--- config.mk ---
export PLATFORM = sky130hd
export DESIGN_NAME = qpd_top
export DESIGN_NICKNAME = d
export VERILOG_FILES = /design/src/qpd_unit.v /design/src/qpd_sync.v /design/src/qpd_top.v
export VERILOG_INCLUDE_DIRS = /design/src
export SDC_FILE = /design/constraint.sdc
export NUM_CORES = 2
export LEC_CHECK = 0
export ABC_AREA = 1
export BUFFER_PORTS_ARGS = -buffer_cell sky130_fd_sc_hd__buf_2
export CAP_MARGIN = 20
export CORE_MARGIN = 2
export CORE_UTILIZATION = 30
export CTS_CLUSTER_DIAMETER = 40
export DETAILED_ROUTE_END_ITERATION = 8
export GPL_ROUTABILITY_DRIVEN = 0
export PLACE_DENSITY_LB_ADDON = 0.2
export SYNTH_ARGS = -nofsm -noshare
export SYNTH_HDL_FRONTEND = slang
export SYNTH_HIERARCHICAL = 1
export SYNTH_SLANG_ARGS = --single-unit
--- constraint.sdc ---
create_clock -name clock_i -period 3.3 [get_ports clock_i]
set_input_delay 0.495 -clock clock_i [delete_from_list [all_inputs] [get_ports clock_i]]
set_output_delay 0.495 -clock clock_i [all_outputs]
set_load 0.01 [all_outputs]
--- src/qpd_defines.vh ---
// constants for the quadrature position decoder
// assumes a single 40 mhz clock and plain-port configuration
`ifndef QPD_DEFINES_VH
`define QPD_DEFINES_VH

// ****************************************
// sizes
// ****************************************
`define QPD_UNITS 4
`define QPD_UNIT_W 2
`define QPD_SRC_N 8
`define QPD_SRC_W 3
`define QPD_CNT_W 32
`define QPD_DIV_W 16
`define QPD_TMO_W 20

// ****************************************
// timing
// ****************************************
`define QPD_CLK_MHZ 40
`define QPD_TICKS_PER_US `QPD_CLK_MHZ
`define QPD_TICK_W 6

// ****************************************
// encodings
// ****************************************
`define QPD_MODE_FOUR_EDGE 1'b0
`define QPD_MODE_FINE 1'b1
`define QPD_PULSE_ANY 2'h0
`define QPD_PULSE_FWD 2'h1
`define QPD_PULSE_REV 2'h2
`define QPD_PULSE_OFF 2'h3
`define QPD_ACT_RISE 3'h0
`define QPD_ACT_FALL 3'h1
`define QPD_ACT_ANY 3'h2
`define QPD_ACT_HIGH 3'h3
`define QPD_ACT_LOW 3'h4
`define QPD_SRC_NONE 3'h7

`endif

--- src/qpd_unit.v ---
// one decoder channel: edge decode, count, divider, idle timer, clear
// assumes phase and clear inputs already synchronous
`timescale 1ns/1ps
`default_nettype none
`include "qpd_defines.vh"

module qpd_unit (
    input wire clock_i, // device clock
    input wire arst_n_i, // async reset, low active
    input wire phase_a_i, // selected phase a
    input wire phase_b_i, // selected phase b
    input wire clear_src_i, // selected clear source level
    input wire count_mode_select_i, // 0 four-edge filtered, 1 fine
    input wire [`QPD_DIV_W-1:0] pulse_divide_count_i, // steps per pulse
    input wire [1:0] pulse_condition_select_i, // pulse condition
    input wire [`QPD_TMO_W-1:0] idle_timeout_i, // idle time in us
    input wire [2:0] clear_activation_select_i, // clear activation
    input wire soft_clear_i, // software clear pulse
    input wire write_i, // overwrite count pulse
    input wire [`QPD_CNT_W-1:0] write_data_i, // new count
    output reg [`QPD_CNT_W-1:0] position_count_o, // live count
    output reg [`QPD_CNT_W-1:0] snapshot_o, // count at last clear
    output reg moving_o, // motion state
    output reg pulse_o // divided output pulse
);
    // ****************************************
    // phase history and clear edge detect
    // ****************************************
    reg a_q; // previous phase a
    reg b_q; // previous phase b
    reg clr_q; // previous clear level
    reg last_dir; // last step direction, 1 = up
    always @(posedge clock_i or negedge arst_n_i) begin
        if (!arst_n_i) begin
            a_q <= 1'b0;
            b_q <= 1'b0;
            clr_q <= 1'b0;
        end else begin
            a_q <= phase_a_i;
            b_q <= phase_b_i;
            clr_q <= clear_src_i;
        end
    end

    // ****************************************
    // step decode
    // ****************************************
    wire a_chg = phase_a_i ^ a_q; // a toggled
    wire b_chg = phase_b_i ^ b_q; // b toggled
    // a leading b: up when new a differs from old b
    wire dir_up = phase_a_i ^ b_q;
    wire one_chg = a_chg ^ b_chg; // a valid single step
    // filtered mode: a step reversing the last direction on the same phase is jitter
    // and is absorbed; fine mode counts every single-phase edge
    reg step_en; // count this edge
    always @* begin
        step_en = one_chg;
        if (count_mode_select_i == `QPD_MODE_FOUR_EDGE && one_chg && dir_up != last_dir) begin
            step_en = 1'b0;
        end
    end
    // a reversal in filtered mode still records the new direction, so real
    // reversals cost one edge; trade of a count for noise immunity
    always @(posedge clock_i or negedge arst_n_i) begin
        if (!arst_n_i) begin
            last_dir <= 1'b1;
        end else if (one_chg) begin
            last_dir <= dir_up;
        end
    end

    // ****************************************
    // hardware clear activation
    // ****************************************
    reg hw_clear; // hardware clear hit
    always @* begin
        case (clear_activation_select_i)
            `QPD_ACT_RISE: hw_clear = clear_src_i & ~clr_q;
            `QPD_ACT_FALL: hw_clear = ~clear_src_i & clr_q;
            `QPD_ACT_ANY: hw_clear = clear_src_i ^ clr_q;
            `QPD_ACT_HIGH: hw_clear = clear_src_i;
            `QPD_ACT_LOW: hw_clear = ~clear_src_i;
            default: hw_clear = 1'b0;
        endcase
    end
    wire any_clear = hw_clear | soft_clear_i;
    reg clear_q; // clear active at last edge
    // a held level clear must not overwrite the snapshot with zero every cycle,
    // so only the first cycle of a clear run captures the count
    always @(posedge clock_i or negedge arst_n_i) begin
        if (!arst_n_i) begin
            clear_q <= 1'b0;
        end else begin
            clear_q <= any_clear;
        end
    end

    // ****************************************
    // position counter and snapshot
    // ****************************************
    always @(posedge clock_i or negedge arst_n_i) begin
        if (!arst_n_i) begin
            position_count_o <= {`QPD_CNT_W{1'b0}};
            snapshot_o <= {`QPD_CNT_W{1'b0}};
        end else if (any_clear) begin
            if (!clear_q) begin
                snapshot_o <= position_count_o;
            end
            position_count_o <= {`QPD_CNT_W{1'b0}};
        end else if (write_i) begin
            position_count_o <= write_data_i;
        end else if (step_en) begin
            if (dir_up) begin
                position_count_o <= position_count_o + 1'b1;
            end else begin
                position_count_o <= position_count_o - 1'b1;
            end
        end
    end

    // ****************************************
    // divider for the output pulse
    // ****************************************
    reg [`QPD_DIV_W-1:0] div_cnt; // steps since last pulse
    reg pulse_ok; // condition met for this step
    always @* begin
        case (pulse_condition_select_i)
            `QPD_PULSE_ANY: pulse_ok = 1'b1;
            `QPD_PULSE_FWD: pulse_ok = dir_up;
            `QPD_PULSE_REV: pulse_ok = ~dir_up;
            default: pulse_ok = 1'b0;
        endcase
    end
    always @(posedge clock_i or negedge arst_n_i) begin
        if (!arst_n_i) begin
            div_cnt <= {`QPD_DIV_W{1'b0}};
            pulse_o <= 1'b0;
        end else begin
            pulse_o <= 1'b0;
            if (any_clear) begin
                div_cnt <= {`QPD_DIV_W{1'b0}};
            end else if (step_en && pulse_ok) begin
                // divide count of 0 or 1 both give one pulse per step
                if (div_cnt + 1'b1 >= pulse_divide_count_i) begin
                    div_cnt <= {`QPD_DIV_W{1'b0}};
                    pulse_o <= 1'b1;
                end else begin
                    div_cnt <= div_cnt + 1'b1;
                end
            end
        end
    end

    // ****************************************
    // idle timeout in microseconds
    // ****************************************
    reg [`QPD_TICK_W-1:0] us_tick; // cycles within one us
    reg [`QPD_TMO_W-1:0] idle_us; // whole us without a step
    wire us_end = (us_tick == `QPD_TICKS_PER_US - 1); // one us elapsed
    always @(posedge clock_i or negedge arst_n_i) begin
        if (!arst_n_i) begin
            us_tick <= {`QPD_TICK_W{1'b0}};
            idle_us <= {`QPD_TMO_W{1'b0}};
            moving_o <= 1'b0;
        end else if (step_en) begin
            us_tick <= {`QPD_TICK_W{1'b0}};
            idle_us <= {`QPD_TMO_W{1'b0}};
            moving_o <= 1'b1;
        end else if (us_end) begin
            us_tick <= {`QPD_TICK_W{1'b0}};
            if (idle_us + 1'b1 >= idle_timeout_i) begin
                moving_o <= 1'b0;
            end else begin
                idle_us <= idle_us + 1'b1;
            end
        end else begin
            us_tick <= us_tick + 1'b1;
        end
    end
endmodule // qpd_unit

`default_nettype wire

--- src/qpd_sync.v ---
// two-flop synchroniser vector for pin inputs
// assumes inputs are asynchronous to clock_i
`timescale 1ns/1ps
`default_nettype none

module qpd_sync #(
    parameter W = 8
) (
    input wire clock_i, // device clock
    input wire arst_n_i, // async reset, low active
    input wire [W-1:0] async_i, // raw pins
    output wire [W-1:0] sync_o // synchronised copy
);
    // ****************************************
    // two stages, first stage read only by second
    // ****************************************
    reg [W-1:0] stage_a; // metastable catch
    reg [W-1:0] stage_b; // settled value
    always @(posedge clock_i or negedge arst_n_i) begin
        if (!arst_n_i) begin
            stage_a <= {W{1'b0}};
            stage_b <= {W{1'b0}};
        end else begin
            stage_a <= async_i;
            stage_b <= stage_a;
        end
    end
    assign sync_o = stage_b;
endmodule // qpd_sync

`default_nettype wire

--- src/qpd_top.v ---
// quadrature position decoder, several units behind a unit selector
// assumes pins are asynchronous; config ports are on clock_i
`timescale 1ns/1ps
`default_nettype none
`include "qpd_defines.vh"

module qpd_top (
    input wire clock_i, // device clock 40 mhz
    input wire arst_n_i, // async reset, low active
    input wire [`QPD_SRC_N-1:0] source_pins_i, // raw candidate signals
    input wire [`QPD_UNIT_W-1:0] unit_select_i, // unit for config access
    input wire cfg_write_i, // write pulse for setting ports
    input wire [`QPD_SRC_W-1:0] phase_a_source_select_i, // phase a source
    input wire [`QPD_SRC_W-1:0] phase_b_source_select_i, // phase b source
    input wire count_mode_select_i, // counting mode
    input wire [`QPD_DIV_W-1:0] pulse_divide_count_i, // divide count
    input wire [1:0] pulse_condition_select_i, // pulse condition
    input wire [`QPD_TMO_W-1:0] idle_timeout_i, // timeout in us
    input wire [`QPD_SRC_W-1:0] clear_source_select_i, // clear source
    input wire [2:0] clear_activation_select_i, // clear activation
    input wire soft_counter_clear_i, // soft clear pulse for selected unit
    input wire position_write_i, // overwrite count of selected unit
    input wire [`QPD_CNT_W-1:0] position_write_data_i, // new count value
    output reg [`QPD_CNT_W-1:0] position_count_o, // selected unit count
    output reg [`QPD_CNT_W-1:0] position_snapshot_on_clear_o, // selected snapshot
    output reg motion_state_o, // selected unit moving
    output wire [`QPD_UNITS-1:0] pulse_o // divided pulses, one per unit
);
    // ****************************************
    // pin synchronisation
    // ****************************************
    wire [`QPD_SRC_N-1:0] src_sync; // pins after two flops
    qpd_sync #(.W(`QPD_SRC_N)) u_sync (
        .clock_i(clock_i),
        .arst_n_i(arst_n_i),
        .async_i(source_pins_i),
        .sync_o(src_sync)
    );

    // ****************************************
    // per-unit settings and decoder channels
    // ****************************************
    wire [`QPD_CNT_W-1:0] cnt_w [0:`QPD_UNITS-1]; // unit counts
    wire [`QPD_CNT_W-1:0] snap_w [0:`QPD_UNITS-1]; // unit snapshots
    wire [`QPD_UNITS-1:0] mov_w; // unit motion states

    genvar g;
    generate
        for (g = 0; g < `QPD_UNITS; g = g + 1) begin : g_unit
            reg [`QPD_SRC_W-1:0] src_a; // phase a source
            reg [`QPD_SRC_W-1:0] src_b; // phase b source
            reg [`QPD_SRC_W-1:0] src_c; // clear source
            reg mode; // count mode
            reg [`QPD_DIV_W-1:0] div; // divide count
            reg [1:0] pcond; // pulse condition
            reg [`QPD_TMO_W-1:0] tmo; // idle timeout
            reg [2:0] act; // clear activation
            wire hit = (unit_select_i == g); // this unit addressed
            // settings are latched only into the addressed unit
            always @(posedge clock_i or negedge arst_n_i) begin
                if (!arst_n_i) begin
                    src_a <= 3'h0;
                    src_b <= 3'h1;
                    src_c <= `QPD_SRC_NONE;
                    mode <= `QPD_MODE_FOUR_EDGE;
                    div <= 16'h0001;
                    pcond <= `QPD_PULSE_ANY;
                    tmo <= 20'h003e8;
                    act <= `QPD_ACT_RISE;
                end else if (cfg_write_i && hit) begin
                    src_a <= phase_a_source_select_i;
                    src_b <= phase_b_source_select_i;
                    src_c <= clear_source_select_i;
                    mode <= count_mode_select_i;
                    div <= pulse_divide_count_i;
                    pcond <= pulse_condition_select_i;
                    tmo <= idle_timeout_i;
                    act <= clear_activation_select_i;
                end
            end
            // source none holds the clear input low; the top source index
            // is therefore not usable as a clear source
            wire clr_lvl = (src_c == `QPD_SRC_NONE) ? 1'b0 : src_sync[src_c];
            qpd_unit u_unit (
                .clock_i(clock_i),
                .arst_n_i(arst_n_i),
                .phase_a_i(src_sync[src_a]),
                .phase_b_i(src_sync[src_b]),
                .clear_src_i(clr_lvl),
                .count_mode_select_i(mode),
                .pulse_divide_count_i(div),
                .pulse_condition_select_i(pcond),
                .idle_timeout_i(tmo),
                .clear_activation_select_i(act),
                .soft_clear_i(soft_counter_clear_i & hit),
                .write_i(position_write_i & hit),
                .write_data_i(position_write_data_i),
                .position_count_o(cnt_w[g]),
                .snapshot_o(snap_w[g]),
                .moving_o(mov_w[g]),
                .pulse_o(pulse_o[g])
            );
        end
    endgenerate

    // ****************************************
    // read-back of the selected unit, registered
    // ****************************************
    always @(posedge clock_i or negedge arst_n_i) begin
        if (!arst_n_i) begin
            position_count_o <= {`QPD_CNT_W{1'b0}};
            position_snapshot_on_clear_o <= {`QPD_CNT_W{1'b0}};
            motion_state_o <= 1'b0;
        end else begin
            position_count_o <= cnt_w[unit_select_i];
            position_snapshot_on_clear_o <= snap_w[unit_select_i];
            motion_state_o <= mov_w[unit_select_i];
        end
    end
endmodule // qpd_top

`default_nettype wire

==> impl_table.tex <==
\begin{tabular}{lr}
\hline
Metric & Value \\
\hline
\multicolumn{2}{l}{\textbf{Placement}} \\
Placed Cells incl. Taps & a little over 9000 \\
Estimated wirelength of the detail-placed design & 120700 µm \\
Placed instance area & 52530 µm² \\
I/O Buffers & between 150 and 200 \\
\multicolumn{2}{l}{\textbf{Route}} \\
Via count & between 40000 and 50000 \\
Detailed-route DRC error count & 0 \\
Number of nets with antenna violations after routing & 0 \\
Via-per-instance ratio & 4.662 \\
Wirelength per Cell & about 17 µm \\
Count of routing violations after the opening detailed-route iteration & about 3300 \\
Number of detailed-route iterations in the first pass & 5 \\
Total wire length after detailed routing & between 150000 and 200000 µm \\
\multicolumn{2}{l}{\textbf{Cells and area}} \\
Final instance area & about 59000 µm² \\
Leading cell type in the layout, fill and taps excluded & nand2\_1 \\
Synth-to-Final Area Change & 20.24\% \\
Most used cells in the layout excluding fill and tap cells & nand2\_1 (2384), inv\_1 (1145), dfrtp\_1 (685) \\
Ratio of cells with drive above 1 in the final layout & 0.1133 \\
Post-Layout Cell Count & between 9000 and 10000 \\
Final-stage net count & $\sim$7700 \\
Number of fillers in the final layout & roughly 17000 \\
\multicolumn{2}{l}{\textbf{Yosys}} \\
Sequential-to-total area share from yosys stat & 0.3794 \\
Number of flops mapped to enable cells by yosys & 0 \\
Dominant register cell in the synthesized netlist & dfrtp\_1 \\
Post-synth ARST share & 1.000 \\
Cells taking the most area after synthesis & dfrtp\_1 (35\%), nand2\_1 (19\%), inv\_1 (8.9\%), ha\_1 (7.3\%), nand3\_1 (5.8\%) \\
Area share of the largest cell type after synthesis & 0.3536 \\
Cell area after technology mapping & between 40000 and 50000 µm² \\
Instance count of the mapped netlist & 7090 \\
Total of flip-flops plus latches after synthesis & between 700 and 800 \\
Dominant cell type by area after synthesis & dfrtp\_1 \\
Yosys Warn Count & 6 \\
Synthesized area per cell & roughly 6.9 µm² \\
Number of distinct library cell variants in the gate-level netlist after synthesis & 47 \\
Synthesized Nets & between 7000 and 8000 \\
\multicolumn{2}{l}{\textbf{Floorplanning}} \\
Core region area & 160900 µm² \\
Initial cell density of the core & 0.3030 \\
Die Footprint & 165800 µm² \\
Number of top-level pins & around 170 \\
Chip Height & 407.2 µm \\
Horizontal die dimension & approximately 410 µm \\
Placement row count & 147 \\
\multicolumn{2}{l}{\textbf{STA}} \\
Count of endpoints failing hold in the final timing report & 0 \\
Crit path time final & slightly above 3000 ps \\
RSZ-0062 raised after global routing & yes \\
Post-route fraction of the period consumed by the critical path & 0.9323 \\
FMAX & 0.3250 GHz \\
Final setup violation count & 0 \\
Worst hold slack across all endpoints & 56.92 ps \\
Slew at the pin closest to its max-slew limit & 900.5 ps \\
Final max-slew violation count & 0 \\
Post-route clock skew & roughly 59 ps \\
Worst-case headroom to the max-slew limit & 0.3997 \\
Sum of negative setup slack & 0 ps \\
\multicolumn{2}{l}{\textbf{Critical path}} \\
Worst setup SP type & flip-flop \\
Maximum cell stage delay along the critical path & around 420 ps \\
Worst endpoint data arrival time & about 3700 ps \\
Most frequent CP cell & nand2\_1 \\
CP endpoint kind & flip-flop \\
Critical path peak fanout & 17 \\
Required time of the critical path & a little under 4000 ps \\
Slowest stage cell, crit path & dfrtp\_1 \\
Minimum setup slack among reg-to-reg paths & around 220 ps \\
CP Cell Sequence & inv\_1 > nand2\_1 > nand3\_1 > nand2\_1 > nand2\_1 > nand2\_1 > inv\_1 > nand2\_1 > nand2\_2 > inv\_6 > ha\_1 > nand2\_1 > nand2\_1 > nand2\_1 > nand2\_1 > nand2\_1 > nand3\_1 > nand2\_1 > nand3\_1 > nand2\_1 > nand3\_1 > nand2\_1 > nand2\_1 \\
Critical path class & flip-flop to flip-flop \\
\multicolumn{2}{l}{\textbf{GRT}} \\
Number of global-route vias before repair & $\sim$44000 \\
Global-route usage over all layers & 0.1921 \\
Remaining Overflow, GRT & 0 \\
Initial antenna violation count & 3 \\
Largest net degree at the start of global routing & 104 \\
First-pass GRT wire length & 251700 µm \\
\multicolumn{2}{l}{\textbf{CTS}} \\
Number of clock buffers inserted by TritonCTS & $\sim$150 \\
Clock latency reported for the late side of the worst-skew pair & just under 800 ps \\
Clock slew at reported path FFs & 50 ps \\
CTS root buffer & clkbuf\_16 \\
Sink count of the clock tree & between 700 and 800 \\
Max clock buf depth & 3 \\
CTS H-tree depth & 4 \\
TritonCTS clock tree & yes \\
\multicolumn{2}{l}{\textbf{Hold path}} \\
Worst Hold Class & input pin to flip-flop \\
\multicolumn{2}{l}{\textbf{Pwr}} \\
Total power after layout & between 0.05 and 0.06 W \\
Leakage power total & roughly 32 nW \\
Worst IR drop on VDD & $\sim$0.7 mV \\
Power per cell area & just under 1000 nW/µm² \\
\multicolumn{2}{l}{\textbf{Run}} \\
Max-capacitance violation count & 0 \\
\multicolumn{2}{l}{\textbf{Status}} \\
Run status & finished clean \\
\hline
\end{tabular}
[cells by family (layout without fill, tap and decap cells)]
family                   after synthesis  after routing  synth area share
XOR/XNOR                             168            168           0.03079
buffers and inverters               1384           1769            0.1127
AND/OR/NAND/NOR                     3743           3744            0.3133
other                                  0              1                 0
multiplexers                          12             12          0.002463
AO/OA/AOI/OAI                        758            758           0.08680
adder cells (fa/ha/maj)              288            288           0.07451
flip-flops                           737            737            0.3794
[cells in the mapped netlist (18+ instances only)]
master and n:
nand4_1 68, nand3_1 564, clkbuf_1 83, o21ai_1 256, xor2_1 94, ha_1 284, o21ai_0 161, o22ai_1 24
dfstp_2 48, nor2_1 580, o21ai_2 38, xnor2_1 70, a21oi_1 172, buf_2 96, buf_6 24, inv_2 19
o21bai_1 18, inv_1 1155, nand2_1 2410, dfrtp_1 689, a22oi_1 64, nor3_1 48
[metrics by stage]
stage               setup slack (ps)  utilization
floorplan                      427.3            -
global placement               46.01       0.3264
detailed placement             56.15       0.3264
CTS                            25.04       0.3606
global route                  -32.32       0.3643
finish                         223.5       0.3643
[cell type report]
type / instances / area [µm²] / share of cell area
multi-input cells: 4970 / 25260 / 0.4308
inverters: 1181 / 4458 / 0.07603
clock inverters: 104 / 1401 / 0.02390
flip-flops and latches: 737 / 18510 / 0.3157
repair buffers: 313 / 2321 / 0.03959
clock buffers: 171 / 3981 / 0.06790
well taps: 2160 / 2703 / 0.04609
diodes: 1 / 2.502 / 0.00004268
[report_power, final]
group / switching, W / internal, W
logic: 0.0182 / 0.00926
registers: 0.00218 / 0.0116
clock network: 0.00573 / 0.0103
total: 0.0261 / 0.0312
[worst paths after layout]
kind                                                startpoint                                           endpoint  cells past startpoint
worst max-delay path            g_unit[1].src_a[0]$_DFFE_PN0P_  g_unit[1].u_unit/position_count_o[26]$_DFFE_PN0P_                     23
worst min-delay path                phase_a_source_select_i[1]                     g_unit[2].src_a[1]$_DFFE_PN0P_                      3
worst max register to register  g_unit[1].src_a[0]$_DFFE_PN0P_  g_unit[1].u_unit/position_count_o[26]$_DFFE_PN0P_                     23
worst min register to register     u_sync/stage_a[2]$_DFF_PN0_                         u_sync/sync_o[2]$_DFF_PN0_                      0
max in group asynchronous                             arst_n_i                      position_count_o[6]$_DFF_PN0_                      3
min in group asynchronous                             arst_n_i  g_unit[0].u_unit/position_count_o[22]$_DFFE_PN0P_                      2
[routing by layer]
| metal | wire [µm] | up-vias | track usage |
|---|---|---|---|
| met2 | 74150 | 980 | 0.3144 |
| met4 | 3735 | 2 | 0.05301 |
| met3 | 8126 | 211 | 0.03092 |
| met5 | 13 | - | 0 |
| met1 | 75600 | 20980 | 0.2613 |
| li1 | - | 22760 | - |
[state kept, by name, indices dropped and copies added (netlist names), 32 cells and up]
signal,count
position_snapshot_on_clear_o,32
g_unit.u_unit/position_count_o,128
position_count_o,32
g_unit.u_unit/snapshot_o,128
g_unit.div,64
g_unit.tmo,80
g_unit.u_unit/div_cnt,64
g_unit.u_unit/idle_us,80
[critical path: cells and delay by family (launching register included)]
family	cells	cell delay, ps
flops	1	420
buf+inv	3	340
fa+ha+maj	1	320
simple gates	19	1840
[what timing repair did]
action                                  4_1_cts  5_1_grt
endpoints found under the setup margin        0      226
resized for setup                             0      138
endpoints found under the hold margin        60        0
hold buffers                                 12        0
buffers inserted                              0        4
Power figures use the tool's default switching activity.
